===== src/design/aqpo_pkg.sv =====
// What this block does
// after power-up, send revolution count once, then in-revolution position.
// after the burst, output tracks shaft motion like an incremental encoder.
// revolution count at 100kHz quadrature; A leads B if positive, else lags.
// host decodes sign from A/B phase and counts rising edges of A.
// position as 100kHz quadrupled edges; direction follows revolution sign.
// host counts every edge of A and B during the position burst.
// incremental mode: A leads B forward, lags B in reverse.
// incremental mode: 2048 pulses per revolution on each of A and B.
// one index pulse on Z per revolution; its width is not fixed.
// host counts both edges of A and B for fourfold resolution.
// 13-bit position within a revolution plus a 13-bit revolution counter.
// first power-on with battery and no history raises system-failure alarm.
// revolution clear command in test mode clears the pending alarms.
// after a position-loss alarm the operator re-establishes the origin.
package aqpo_pkg;

   localparam int POS_W = 13;
   localparam int REV_W = 13;
   localparam int CNT_W = REV_W + 2;

   localparam int CLK_HZ          = 125000000;
   localparam int BURST_PULSE_HZ  = 100000;
   localparam int EDGES_PER_PULSE = 4;
   // quarter-cycle spacing, rounded up so the pulse rate never exceeds 100kHz
   localparam int STEP_CYC = (CLK_HZ + BURST_PULSE_HZ * EDGES_PER_PULSE - 1)
                             / (BURST_PULSE_HZ * EDGES_PER_PULSE);
   localparam int INC_STEP_CYC = 8;
   localparam int GAP_STEPS    = 8;
   localparam int GAP_W        = 4;

   localparam logic [POS_W-1:0] INDEX_POS = 13'h0000;
   localparam logic [1:0]       QUAD_INIT = 2'h0;

   typedef enum logic [2:0] {
      AQPO_WAIT,
      AQPO_SEND_REV,
      AQPO_GAP,
      AQPO_SEND_ABS,
      AQPO_INCR
   } aqpo_state_e;

   typedef struct packed {
      logic             valid;
      logic [POS_W-1:0] pos;
      logic [REV_W-1:0] reverse_rotation;
   } aqpo_enc_s;

   typedef struct packed {
      logic a;
      logic b;
      logic z;
   } aqpo_phase_s;

   typedef struct packed {
      logic absolute_system_failure_alarm;
      logic revolution_counter_overflow_alarm;
      logic revolution_data_error_alarm;
   } aqpo_alarm_s;

   // forward stepping of the count makes A lead B by a quarter cycle
   function automatic logic [1:0] quadToAB(input logic [1:0] q);
      case (q)
         2'h0:    quadToAB = 2'h0;
         2'h1:    quadToAB = 2'h2;
         2'h2:    quadToAB = 2'h3;
         default: quadToAB = 2'h1;
      endcase
   endfunction

endpackage


===== src/design/aqpo_step_div.sv =====
`timescale 1ns/1ps
module aqpo_step_div #(
   parameter int DIV = 313
) (
   // clock and reset
   input  wire logic clk,
   input  wire logic rstn,
   // control
   input  wire logic run,
   output logic      tick
);
   localparam int W = $clog2(DIV + 1);
   localparam logic [W-1:0] LAST = W'(DIV - 1);

   logic [W-1:0] cnt_q;

   always_ff @(posedge clk or negedge rstn) begin
      if (!rstn) begin
         cnt_q <= '0;
         tick  <= 1'b0;
      end else if (!run) begin
         cnt_q <= '0;
         tick  <= 1'b0;
      end else if (cnt_q == LAST) begin
         cnt_q <= '0;
         tick  <= 1'b1;
      end else begin
         cnt_q <= cnt_q + W'(1);
         tick  <= 1'b0;
      end
   end
endmodule


===== src/design/aqpo_core.sv =====
`timescale 1ns/1ps
module aqpo_core (
   // clock and reset
   input  wire logic                clk,
   input  wire logic                resetn,
   // encoder side, same clock
   input  wire aqpo_pkg::aqpo_enc_s enc,
   input  wire logic                powerReady,
   input  wire logic                batteryFitted,
   input  wire logic                historyLost,
   input  wire logic                revOverflow,
   input  wire logic                revDataError,
   // test mode command
   input  wire logic                testMode,
   input  wire logic                revolution_clear_test_command,
   // phase outputs
   output aqpo_pkg::aqpo_phase_s    phase,
   // alarms and status
   output aqpo_pkg::aqpo_alarm_s    alarm,
   output logic                     incrMode
);
   typedef struct packed {
      aqpo_pkg::aqpo_state_e      st;
      logic                       negRev;
      logic [aqpo_pkg::REV_W-1:0] snapRev;
      logic [aqpo_pkg::POS_W-1:0] snapPos;
      logic [aqpo_pkg::CNT_W-1:0] remain;
      logic [aqpo_pkg::POS_W-1:0] outPos;
      logic [1:0]                 quad;
      logic [aqpo_pkg::GAP_W-1:0] gapCnt;
      logic                       gapToIncr;
      logic                       strapDone;
      aqpo_pkg::aqpo_alarm_s      alarm;
      aqpo_pkg::aqpo_phase_s      phase;
      logic                       incrMode;
   } aqpo_core_s;

   logic [1:0]                 rstSync_q;
   logic                       rstn;
   aqpo_core_s                 core_q;
   aqpo_core_s                 core_d;
   logic                       burstTick;
   logic                       incTick;
   logic [aqpo_pkg::REV_W-1:0] revMag;
   logic [aqpo_pkg::POS_W-1:0] diff;

   // async assert, synchronous release
   always_ff @(posedge clk or negedge resetn) begin
      if (!resetn) begin
         rstSync_q <= 2'h0;
      end else begin
         rstSync_q <= {rstSync_q[0], 1'b1};
      end
   end
   assign rstn = rstSync_q[1];

   aqpo_step_div #(.DIV(aqpo_pkg::STEP_CYC)) u_burstDiv (
      .clk  (clk),
      .rstn (rstn),
      .run  (core_q.st == aqpo_pkg::AQPO_SEND_REV ||
             core_q.st == aqpo_pkg::AQPO_GAP ||
             core_q.st == aqpo_pkg::AQPO_SEND_ABS),
      .tick (burstTick)
   );

   aqpo_step_div #(.DIV(aqpo_pkg::INC_STEP_CYC)) u_incDiv (
      .clk  (clk),
      .rstn (rstn),
      .run  (core_q.st == aqpo_pkg::AQPO_INCR),
      .tick (incTick)
   );

   // magnitude of the signed revolution count
   assign revMag = enc.reverse_rotation[aqpo_pkg::REV_W-1] ? (~enc.reverse_rotation + 13'h0001)
                                               : enc.reverse_rotation;
   assign diff   = enc.pos - core_q.outPos;

   always_comb begin
      core_d = core_q;
      case (core_q.st)
         aqpo_pkg::AQPO_WAIT: begin
            if (powerReady && enc.valid) begin
               // snapshot taken once, so motion during the burst is not lost
               core_d.negRev  = enc.reverse_rotation[aqpo_pkg::REV_W-1];
               core_d.snapRev = enc.reverse_rotation;
               core_d.snapPos = enc.pos;
               core_d.remain  = {revMag, 2'h0};
               core_d.st      = aqpo_pkg::AQPO_SEND_REV;
            end
         end
         aqpo_pkg::AQPO_SEND_REV: begin
            if (core_q.remain == '0) begin
               core_d.gapCnt    = '0;
               core_d.gapToIncr = 1'b0;
               core_d.st        = aqpo_pkg::AQPO_GAP;
            end else if (burstTick) begin
               core_d.remain = core_q.remain - 15'h0001;
               core_d.quad   = core_q.negRev ? core_q.quad - 2'h1
                                             : core_q.quad + 2'h1;
            end
         end
         aqpo_pkg::AQPO_GAP: begin
            if (burstTick) begin
               core_d.gapCnt = core_q.gapCnt + 4'h1;
               if (core_q.gapCnt == 4'(aqpo_pkg::GAP_STEPS - 1)) begin
                  if (core_q.gapToIncr) begin
                     core_d.outPos = core_q.snapPos;
                     core_d.st     = aqpo_pkg::AQPO_INCR;
                  end else begin
                     core_d.remain = {2'h0, core_q.snapPos};
                     core_d.st     = aqpo_pkg::AQPO_SEND_ABS;
                  end
               end
            end
         end
         aqpo_pkg::AQPO_SEND_ABS: begin
            if (core_q.remain == '0) begin
               core_d.gapCnt    = '0;
               core_d.gapToIncr = 1'b1;
               core_d.st        = aqpo_pkg::AQPO_GAP;
            end else if (burstTick) begin
               core_d.remain = core_q.remain - 15'h0001;
               core_d.quad   = core_q.negRev ? core_q.quad - 2'h1
                                             : core_q.quad + 2'h1;
            end
         end
         aqpo_pkg::AQPO_INCR: begin
            // one position step is one edge: 8192 edges, 2048 pulses a turn
            if (incTick && diff != '0) begin
               if (!diff[aqpo_pkg::POS_W-1]) begin
                  core_d.outPos = core_q.outPos + 13'h0001;
                  core_d.quad   = core_q.quad + 2'h1;
               end else begin
                  core_d.outPos = core_q.outPos - 13'h0001;
                  core_d.quad   = core_q.quad - 2'h1;
               end
            end
         end
         default: begin
            core_d.st = aqpo_pkg::AQPO_WAIT;
         end
      endcase

      // alarms: a set in the same cycle as the clear wins
      if (testMode && revolution_clear_test_command) begin
         core_d.alarm = '0;
      end
      if (!core_q.strapDone && powerReady) begin
         core_d.strapDone = 1'b1;
         if (batteryFitted && historyLost) begin
            core_d.alarm.absolute_system_failure_alarm = 1'b1;
         end
      end
      if (revOverflow) begin
         core_d.alarm.revolution_counter_overflow_alarm = 1'b1;
      end
      if (revDataError) begin
         core_d.alarm.revolution_data_error_alarm = 1'b1;
      end

      {core_d.phase.a, core_d.phase.b} = aqpo_pkg::quadToAB(core_d.quad);
      // index is a level while on the zero position; width follows speed
      core_d.phase.z  = (core_d.st == aqpo_pkg::AQPO_INCR) &&
                        (core_d.outPos == aqpo_pkg::INDEX_POS);
      core_d.incrMode = (core_d.st == aqpo_pkg::AQPO_INCR);
   end

   always_ff @(posedge clk or negedge rstn) begin
      if (!rstn) begin
         core_q       <= '0;
         core_q.st    <= aqpo_pkg::AQPO_WAIT;
         core_q.quad  <= aqpo_pkg::QUAD_INIT;
      end else begin
         core_q <= core_d;
      end
   end

   assign phase    = core_q.phase;
   assign alarm    = core_q.alarm;
   assign incrMode = core_q.incrMode;

   // helper logic read only by the checks below
   localparam int MIN_GAP = aqpo_pkg::STEP_CYC - 1;
   logic [9:0]                 sinceEdge_q;
   logic [aqpo_pkg::CNT_W-1:0] burstEdges_q;
   logic                       edgeNow;
   assign edgeNow = core_d.quad != core_q.quad;
   always_ff @(posedge clk or negedge rstn) begin
      if (!rstn) begin
         sinceEdge_q  <= '0;
         burstEdges_q <= '0;
      end else begin
         sinceEdge_q  <= edgeNow ? 10'h000 :
                         (&sinceEdge_q ? sinceEdge_q : sinceEdge_q + 10'h001);
         if (core_q.st == aqpo_pkg::AQPO_GAP) begin
            burstEdges_q <= '0;
         end else if (edgeNow) begin
            burstEdges_q <= burstEdges_q + 15'h0001;
         end
      end
   end
endmodule


===== config.mk =====
export PLATFORM = sky130hd
export DESIGN_NAME = aqpo_core
export DESIGN_NICKNAME = d
export VERILOG_FILES = /design/src/design/aqpo_pkg.sv /design/src/design/aqpo_step_div.sv /design/src/design/aqpo_core.sv
export SDC_FILE = /design/constraint.sdc
export NUM_CORES = 1
export LEC_CHECK = 0
export BUFFER_PORTS_ARGS = -buffer_cell sky130_fd_sc_hd__buf_2
export CAP_MARGIN = 25
export CELL_PAD_IN_SITES_DETAIL_PLACEMENT = 1
export CELL_PAD_IN_SITES_GLOBAL_PLACEMENT = 1
export CORE_ASPECT_RATIO = 0.75
export CORE_MARGIN = 8
export CORE_UTILIZATION = 40
export DETAILED_ROUTE_END_ITERATION = 12
export HOLD_SLACK_MARGIN = 0.05
export PLACE_DENSITY_LB_ADDON = 0.1
export SYNTH_ARGS = -nofsm -noshare
export SYNTH_HDL_FRONTEND = slang
export SYNTH_SLANG_ARGS = --single-unit

===== constraint.sdc =====
create_clock -name clk -period 4 [get_ports clk]
set_input_delay 0.6 -clock clk [delete_from_list [all_inputs] [get_ports clk]]
set_output_delay 0.6 -clock clk [all_outputs]
set_load 0.03 [all_outputs]

; ---- Yosys cells after proc, flatten, opt, wreduce, memory -nomap -nowiden
; Index checks and enable logic that the tools add are counted.
[totals]
regBits = 90
in_bits = 36
output_inout_bits = 7
wordCells = 115
[op_classes]
add_sub_neg = 10
n_eq_ne = 18
muxes = 40
n_bitwise = 1
reduce_logical = 24
[op_table]
columns = operator, count
row1 = two-way mux 15 bit, 5
row2 = two-way mux 28 bit, 2
row3 = two-way mux 45 bit, 1
row4 = one-hot mux 15 bit (3 select lines), 1
row5 = "adder 13 x 1 -> 13 bit, second input constant", 2
row6 = two-way mux 13 bit, 2
row7 = one-hot mux 13 bit (2 select lines), 1
row8 = two-way mux 9 bit, 2
row9 = zero test 15 bit, 1
row10 = two-way mux 3 bit, 5
row11 = "subtractor 15 x 1 -> 15 bit, second input constant", 1
row12 = zero test 13 bit, 1
row13 = inverter 13 bit, 1
row14 = nonzero test 13 bit, 1
row15 = "subtractor 13 x 1 -> 13 bit, second input constant", 1
row16 = subtractor 13 bit, 1
row17 = two-way mux 4 bit, 3
row18 = one-hot mux 3 bit (4 select lines), 1
row19 = one-hot mux 4 bit (3 select lines), 1
row20 = two-way mux 5 bit, 2
row21 = "inequality test 2 x 1 -> 1 bit, second input constant", 5
row22 = "adder 9 x 1 -> 9 bit, second input constant", 1
row23 = "equality test 9 bit, second input constant", 1
row24 = "adder 4 x 1 -> 4 bit, second input constant", 2
row25 = other kinds (26), 49

; ---- Depth between registers and ports, before layout
[depth]
ltp_word = 7
ltp_mapped = 20
mapped_depth_nobuf = 20

; ---- Modules after synthesis
; Synthesis repeated with hierarchy kept, for this count alone.
[hier_totals]
cells_unflattened = 553
area_unflattened_um2 = 5113.7
[modules_own_cells]
columns = mod, n_inst, cells_each, area_per_inst_um2, seq_area_each_um2
row1 = aqpo_core, 1, 488, 4370.4, 1551.5
row2 = aqpo_step_div (u_burstDiv), 1, 49, 526.8, 250.2
row3 = aqpo_step_div (u_incDiv), 1, 16, 216.5, 125.1

; ---- Least setup slack after synthesis
; No wires, ideal clock.
[synth_timing]
path_type = input-to-reg
start = input port enc[22] in the netlist's numbering
end = register core_q (netlist bit phase[0])
setup_time_ns = 0.080
t_arrival_ns = 4.564
required_ns = 3.920
slack_ns = -0.644
path_stages = 17
n_path_buf = 0
path_cell_list = ha_1 -> a21oi_1 -> o21ai_0 -> a211oi_1 -> a221o_1 -> nor3_2 -> inv_1 -> fa_1 -> nand2b_1 -> a21oi_1 -> o211a_1 -> o21a_1 -> nor2_1 -> a221oi_1 -> nand4_1 -> or4_1 -> nor3b_2
[synth_lines]
columns = element, line
row1 = from (decl), aqpo_core.sv:7  ; input wire aqpo_pkg::aqpo_enc_s enc,
row2 = to (signal assigned), aqpo_core.sv:174  ; core_q <= core_d;
row3 = to (decl), aqpo_core.sv:40  ; aqpo_core_s core_q;

==> impl_summary.txt <==
----------------------------------------------------
[Outcome]
  Status ... complete, but fails checks
  Violations in the final reports ... setup timing

[Timing]
  Final Skew ... 0.00623 ns
  Count of endpoints failing hold in the final timing report ... 0
  Final worst setup slack ... -0.386 ns
  Setup repair after global routing missed its margin ... true
  Final period util ... 1.10
  Max Slew Vio Count ... 0
  Slew headroom ... 0.571
  Min Tclk post-route ... 4.39 ns
  Max Fclk ... 0.228 GHz
  Final setup fails ... 3
  Slew at the pin closest to its max-slew limit ... 0.638 ns
  Worst hold slack after final layout ... 0.126 ns

[Floorplanning]
  Die height ... 114 um
  Number of top-level design ports ... 43
  Core Box Area ... 0.0123 sq mm
  Die X ... 146 um
  Die outline area ... 0.0166 sq mm
  Standard-cell row count ... 35
  Initial core utilization ... 0.411

[Yosys]
  Synthesized cell area ... 0.00507 sq mm
  Synth Area in Adders ... 0.0853
  Warnings from Yosys ... 0
  Average size of a mapped cell ... 9.03 sq um
  Cells after synthesis ... 562
  Most frequently used flop master after synthesis ... sky130_fd_sc_hd__dfrtp_1
  Portion of the post-synthesis area used by sequential elements ... 0.380
  Count of flip-flops with a built-in enable after synthesis ... 0
  Post-synthesis mux area share ... 0.0331
  FFs w/ async S/R, synth ... 1.00
  Compound-cell area share of the yosys netlist ... 0.193
  Area fraction in and, or, nand and nor cells after synthesis ... 0.198
  XOR/XNOR share of the synthesized area ... 0.0639
  Main combinational cell family by area after synthesis ... simple AND/OR/NAND/NOR gates
  Yosys reg bits ... 77
  Net count after synthesis ... 632
  Cell variety after synth ... 67

[Layout]
  Ant. Diodes ... 0
  Share of final-layout standard cells stronger than drive strength 1 ... 0.332
  Syn-to-layout area delta ... 36.6%
  Post-route non-filler standard cell count ... 876
  Number of nets in the finished design ... 775
  Layout Utilization ... 0.561
  Filler cell count in the final layout ... 1438

[Power]
  VDD IR max ... 0.000255 V
  Power density over the cells ... 441 mW/mm^2
  Tot Pwr ... 3.06 mW
  Static leakage ... 3.15 nW

[Route]
  Remaining number of nets flagged by the antenna check after routing ... 0
  Drt first pass iters ... 4
  DRC violations left ... 0
  Via density per instance ... 5.55
  Post-detailed-route wirelength per cell ... 19.9 um
  Count of vias placed by the detailed router ... 4860
  Drt total wl ... 17.4 mm
  First DRT Iteration DRCs ... 227

[Placement]
  Half-perimeter wire length after placement ... 12.3 mm
  Final weighted congestion in routability-driven placement ... 0.850
  Post-placement cell count ... 841
  Number of buffers added on ports ... 42
  Dpl ws ... -0.503 ns

[Clock network]
  Number of buffers created by CTS ... 9
  Sink count of the clock tree ... 77
  CTS H-tree depth ... 3
  Buffer cell driving the clock tree root ... sky130_fd_sc_hd__clkbuf_16
  Clock tree from TritonCTS ... built
  Clock slew at reported path FFs ... 0.06 ns
  Maximum buffer depth of the clock tree ... 2
  Source-to-sink clock delay at the later pin of the worst-skew pair ... 0.34 ns

[Worst setup path]
  Data arrival time of the worst path ... 4.65 ns
  Cell family with most CP delay ... compound AO/OA/AOI/OAI gates
  Series of cell instances along the critical path ... inv_2 -> ha_4 -> a21o_1 -> a21oi_2 -> nand3_4 -> a2111oi_4 -> nor3_4 -> buf_12 -> buf_6 -> ha_4 -> nor2_2 -> a21oi_4 -> o211a_1 -> o21a_1 -> o21a_1 -> buf_6 -> o41ai_4 -> xnor2_2 -> a21oi_2 -> o21ai_1 -> nand3_1 -> nor3b_2
  Number of buffers and inverters on the critical path ... 4
  Type of origin of the critical path ... flip-flop
  Longest individual stage delay on the worst path ... 0.39 ns
  Critical path peak fanout ... 5
  Endpoint class of the critical path ... flip-flop
  Type of the setup path with the least slack ... reg2reg
  Worst-path cell with the longest stage delay ... sky130_fd_sc_hd__dfrtp_1
  Required time of the worst setup path ... 4.26 ns

[GRT]
  Pin count of the biggest net entering global routing ... 76
  Via count of the first global-routing pass ... 5223
  Initial antenna violation count ... 0
  Total global routing overflow ... 0
  Global-route total usage across every layer ... 0.202
  Global-route wire length before repair ... 26.9 mm

[Min path]
  Hold Crit Class ... reg2async

[Run]
  Number of violations of the max-capacitance limit ... 0

----------------------------------------------------
[synth_stat cells (4+ instances only)]
cell type | n | area share
sky130_fd_sc_hd__a211oi_1 | 6 | 0.0089
sky130_fd_sc_hd__a21o_1 | 7 | 0.010
sky130_fd_sc_hd__a21oi_1 | 24 | 0.024
sky130_fd_sc_hd__a221oi_1 | 10 | 0.017
sky130_fd_sc_hd__a222oi_1 | 5 | 0.0099
sky130_fd_sc_hd__a22oi_1 | 4 | 0.0059
sky130_fd_sc_hd__and2_1 | 5 | 0.0062
sky130_fd_sc_hd__and3_1 | 9 | 0.011
sky130_fd_sc_hd__buf_4 | 6 | 0.0089
sky130_fd_sc_hd__clkbuf_1 | 12 | 0.0089
sky130_fd_sc_hd__dfrtp_1 | 77 | 0.38
sky130_fd_sc_hd__ha_1 | 33 | 0.081
sky130_fd_sc_hd__inv_1 | 33 | 0.024
sky130_fd_sc_hd__mux2_2 | 14 | 0.031
sky130_fd_sc_hd__nand2_1 | 50 | 0.037
sky130_fd_sc_hd__nand2b_1 | 9 | 0.011
sky130_fd_sc_hd__nand3_1 | 11 | 0.011
sky130_fd_sc_hd__nand4_1 | 5 | 0.0062
sky130_fd_sc_hd__nor2_1 | 61 | 0.045
sky130_fd_sc_hd__nor2b_1 | 6 | 0.0074
sky130_fd_sc_hd__nor3_1 | 16 | 0.016
sky130_fd_sc_hd__nor4_1 | 6 | 0.0074
sky130_fd_sc_hd__o21ai_0 | 47 | 0.046
sky130_fd_sc_hd__o221ai_1 | 5 | 0.0086
sky130_fd_sc_hd__o31ai_1 | 4 | 0.0059
sky130_fd_sc_hd__or3_1 | 4 | 0.0049
sky130_fd_sc_hd__xnor2_1 | 23 | 0.040
sky130_fd_sc_hd__xor2_1 | 14 | 0.024
[metrics by stage]
step | setup TNS [ns] | cell area, sq um
floorplan | -0.267 | 5200
global placement | -1.12 | 6230
detailed placement | -1.95 | 6230
CTS | -0.357 | 6740
global route | -1.39 | 6930
finish | -0.824 | 6930
[flip-flops by register name (all words and copies together), names as in the netlist]
signal	cells
alarm	3
core_q	53
incrMode	1
phase	3
rstSync_q	2
u_burstDiv.cnt_q	9
u_burstDiv.tick	1
u_incDiv.cnt_q	4
u_incDiv.tick	1
[final timing paths]
path	endpoint	depth (start not counted)	slack, ns	from
min in group clk	rstSync_q[1]	0	0.36	rstSync_q[0]
max in group asynchronous	core_q[23]	1	3.28	rstSync_q[1]
min reg2reg	alarm[2]	0	0.13	rstSync_q[1]
min	alarm[2]	0	0.13	rstSync_q[1]
max	phase[0]	22	-0.39	core_q[18]
max reg2reg	phase[0]	22	-0.39	core_q[18]
[power by group]
group / internal [mW] / switching [mW]
Combinational: 0.431 / 0.524
Sequential: 0.972 / 0.227
Clock: 0.566 / 0.336
[layout make-up]
class | instances | area (sq um) | area share
sequential | 77 | 1930 | 0.279
inverter | 33 | 129 | 0.0186
tap | 166 | 208 | 0.0300
clock inverter | 5 | 83.8 | 0.0121
multi-input combinational | 431 | 3230 | 0.466
clock buffer | 11 | 243 | 0.0350
timing repair buffer | 153 | 1110 | 0.160
[cells in the final DEF, fill, tap and decap left out, types with 6 or more instances in the layout]
| cell type | netlist | routed |
|---|---|---|
| sky130_fd_sc_hd__nor2_1 | 61 | 60 |
| sky130_fd_sc_hd__ha_1 | 33 | 21 |
| sky130_fd_sc_hd__a21oi_1 | 24 | 20 |
| sky130_fd_sc_hd__xnor2_1 | 23 | 22 |
| sky130_fd_sc_hd__inv_1 | 33 | 28 |
| sky130_fd_sc_hd__nand2b_1 | 9 | 8 |
| sky130_fd_sc_hd__buf_4 | 6 | 104 |
| sky130_fd_sc_hd__ha_4 | 0 | 11 |
| sky130_fd_sc_hd__mux2_2 | 14 | 14 |
| sky130_fd_sc_hd__and3_1 | 9 | 9 |
| sky130_fd_sc_hd__o21ai_0 | 47 | 41 |
| sky130_fd_sc_hd__nor3_1 | 16 | 16 |
| sky130_fd_sc_hd__nand2_1 | 50 | 50 |
| sky130_fd_sc_hd__xor2_1 | 14 | 14 |
| sky130_fd_sc_hd__nor2b_1 | 6 | 6 |
| sky130_fd_sc_hd__clkbuf_16 | 0 | 10 |
| sky130_fd_sc_hd__a21o_1 | 7 | 7 |
| sky130_fd_sc_hd__dfrtp_1 | 77 | 76 |
| sky130_fd_sc_hd__buf_2 | 1 | 42 |
| sky130_fd_sc_hd__nand3_1 | 11 | 11 |
| sky130_fd_sc_hd__a221oi_1 | 10 | 6 |
[repair_timing]
action	4_1_cts	5_1_grt
setup buffers	10	6
cloned	1	0
endpoints found under the setup margin	2	10
pin swaps	6	20
gates resized for setup	19	23
endpoints found under the hold margin	2	0
hold buffers	1	0
[logic make-up after synthesis]
family,Yosys count
DFF,77
xor gates and xnor gates,37
and+or+nand+nor,203
adders and majority gates,34
other,1
buffers and inverters,54
muxes,15
AOI/OAI and AO/OA,141
[layer usage]
layer / part of all wire / global-route usage
met5: 0 / 0
met4: 0.016 / 0.0527
met3: 0.034 / 0.0372
met2: 0.49 / 0.341
met1: 0.46 / 0.262
Note: power is estimated with default switching activity, not from simulation.
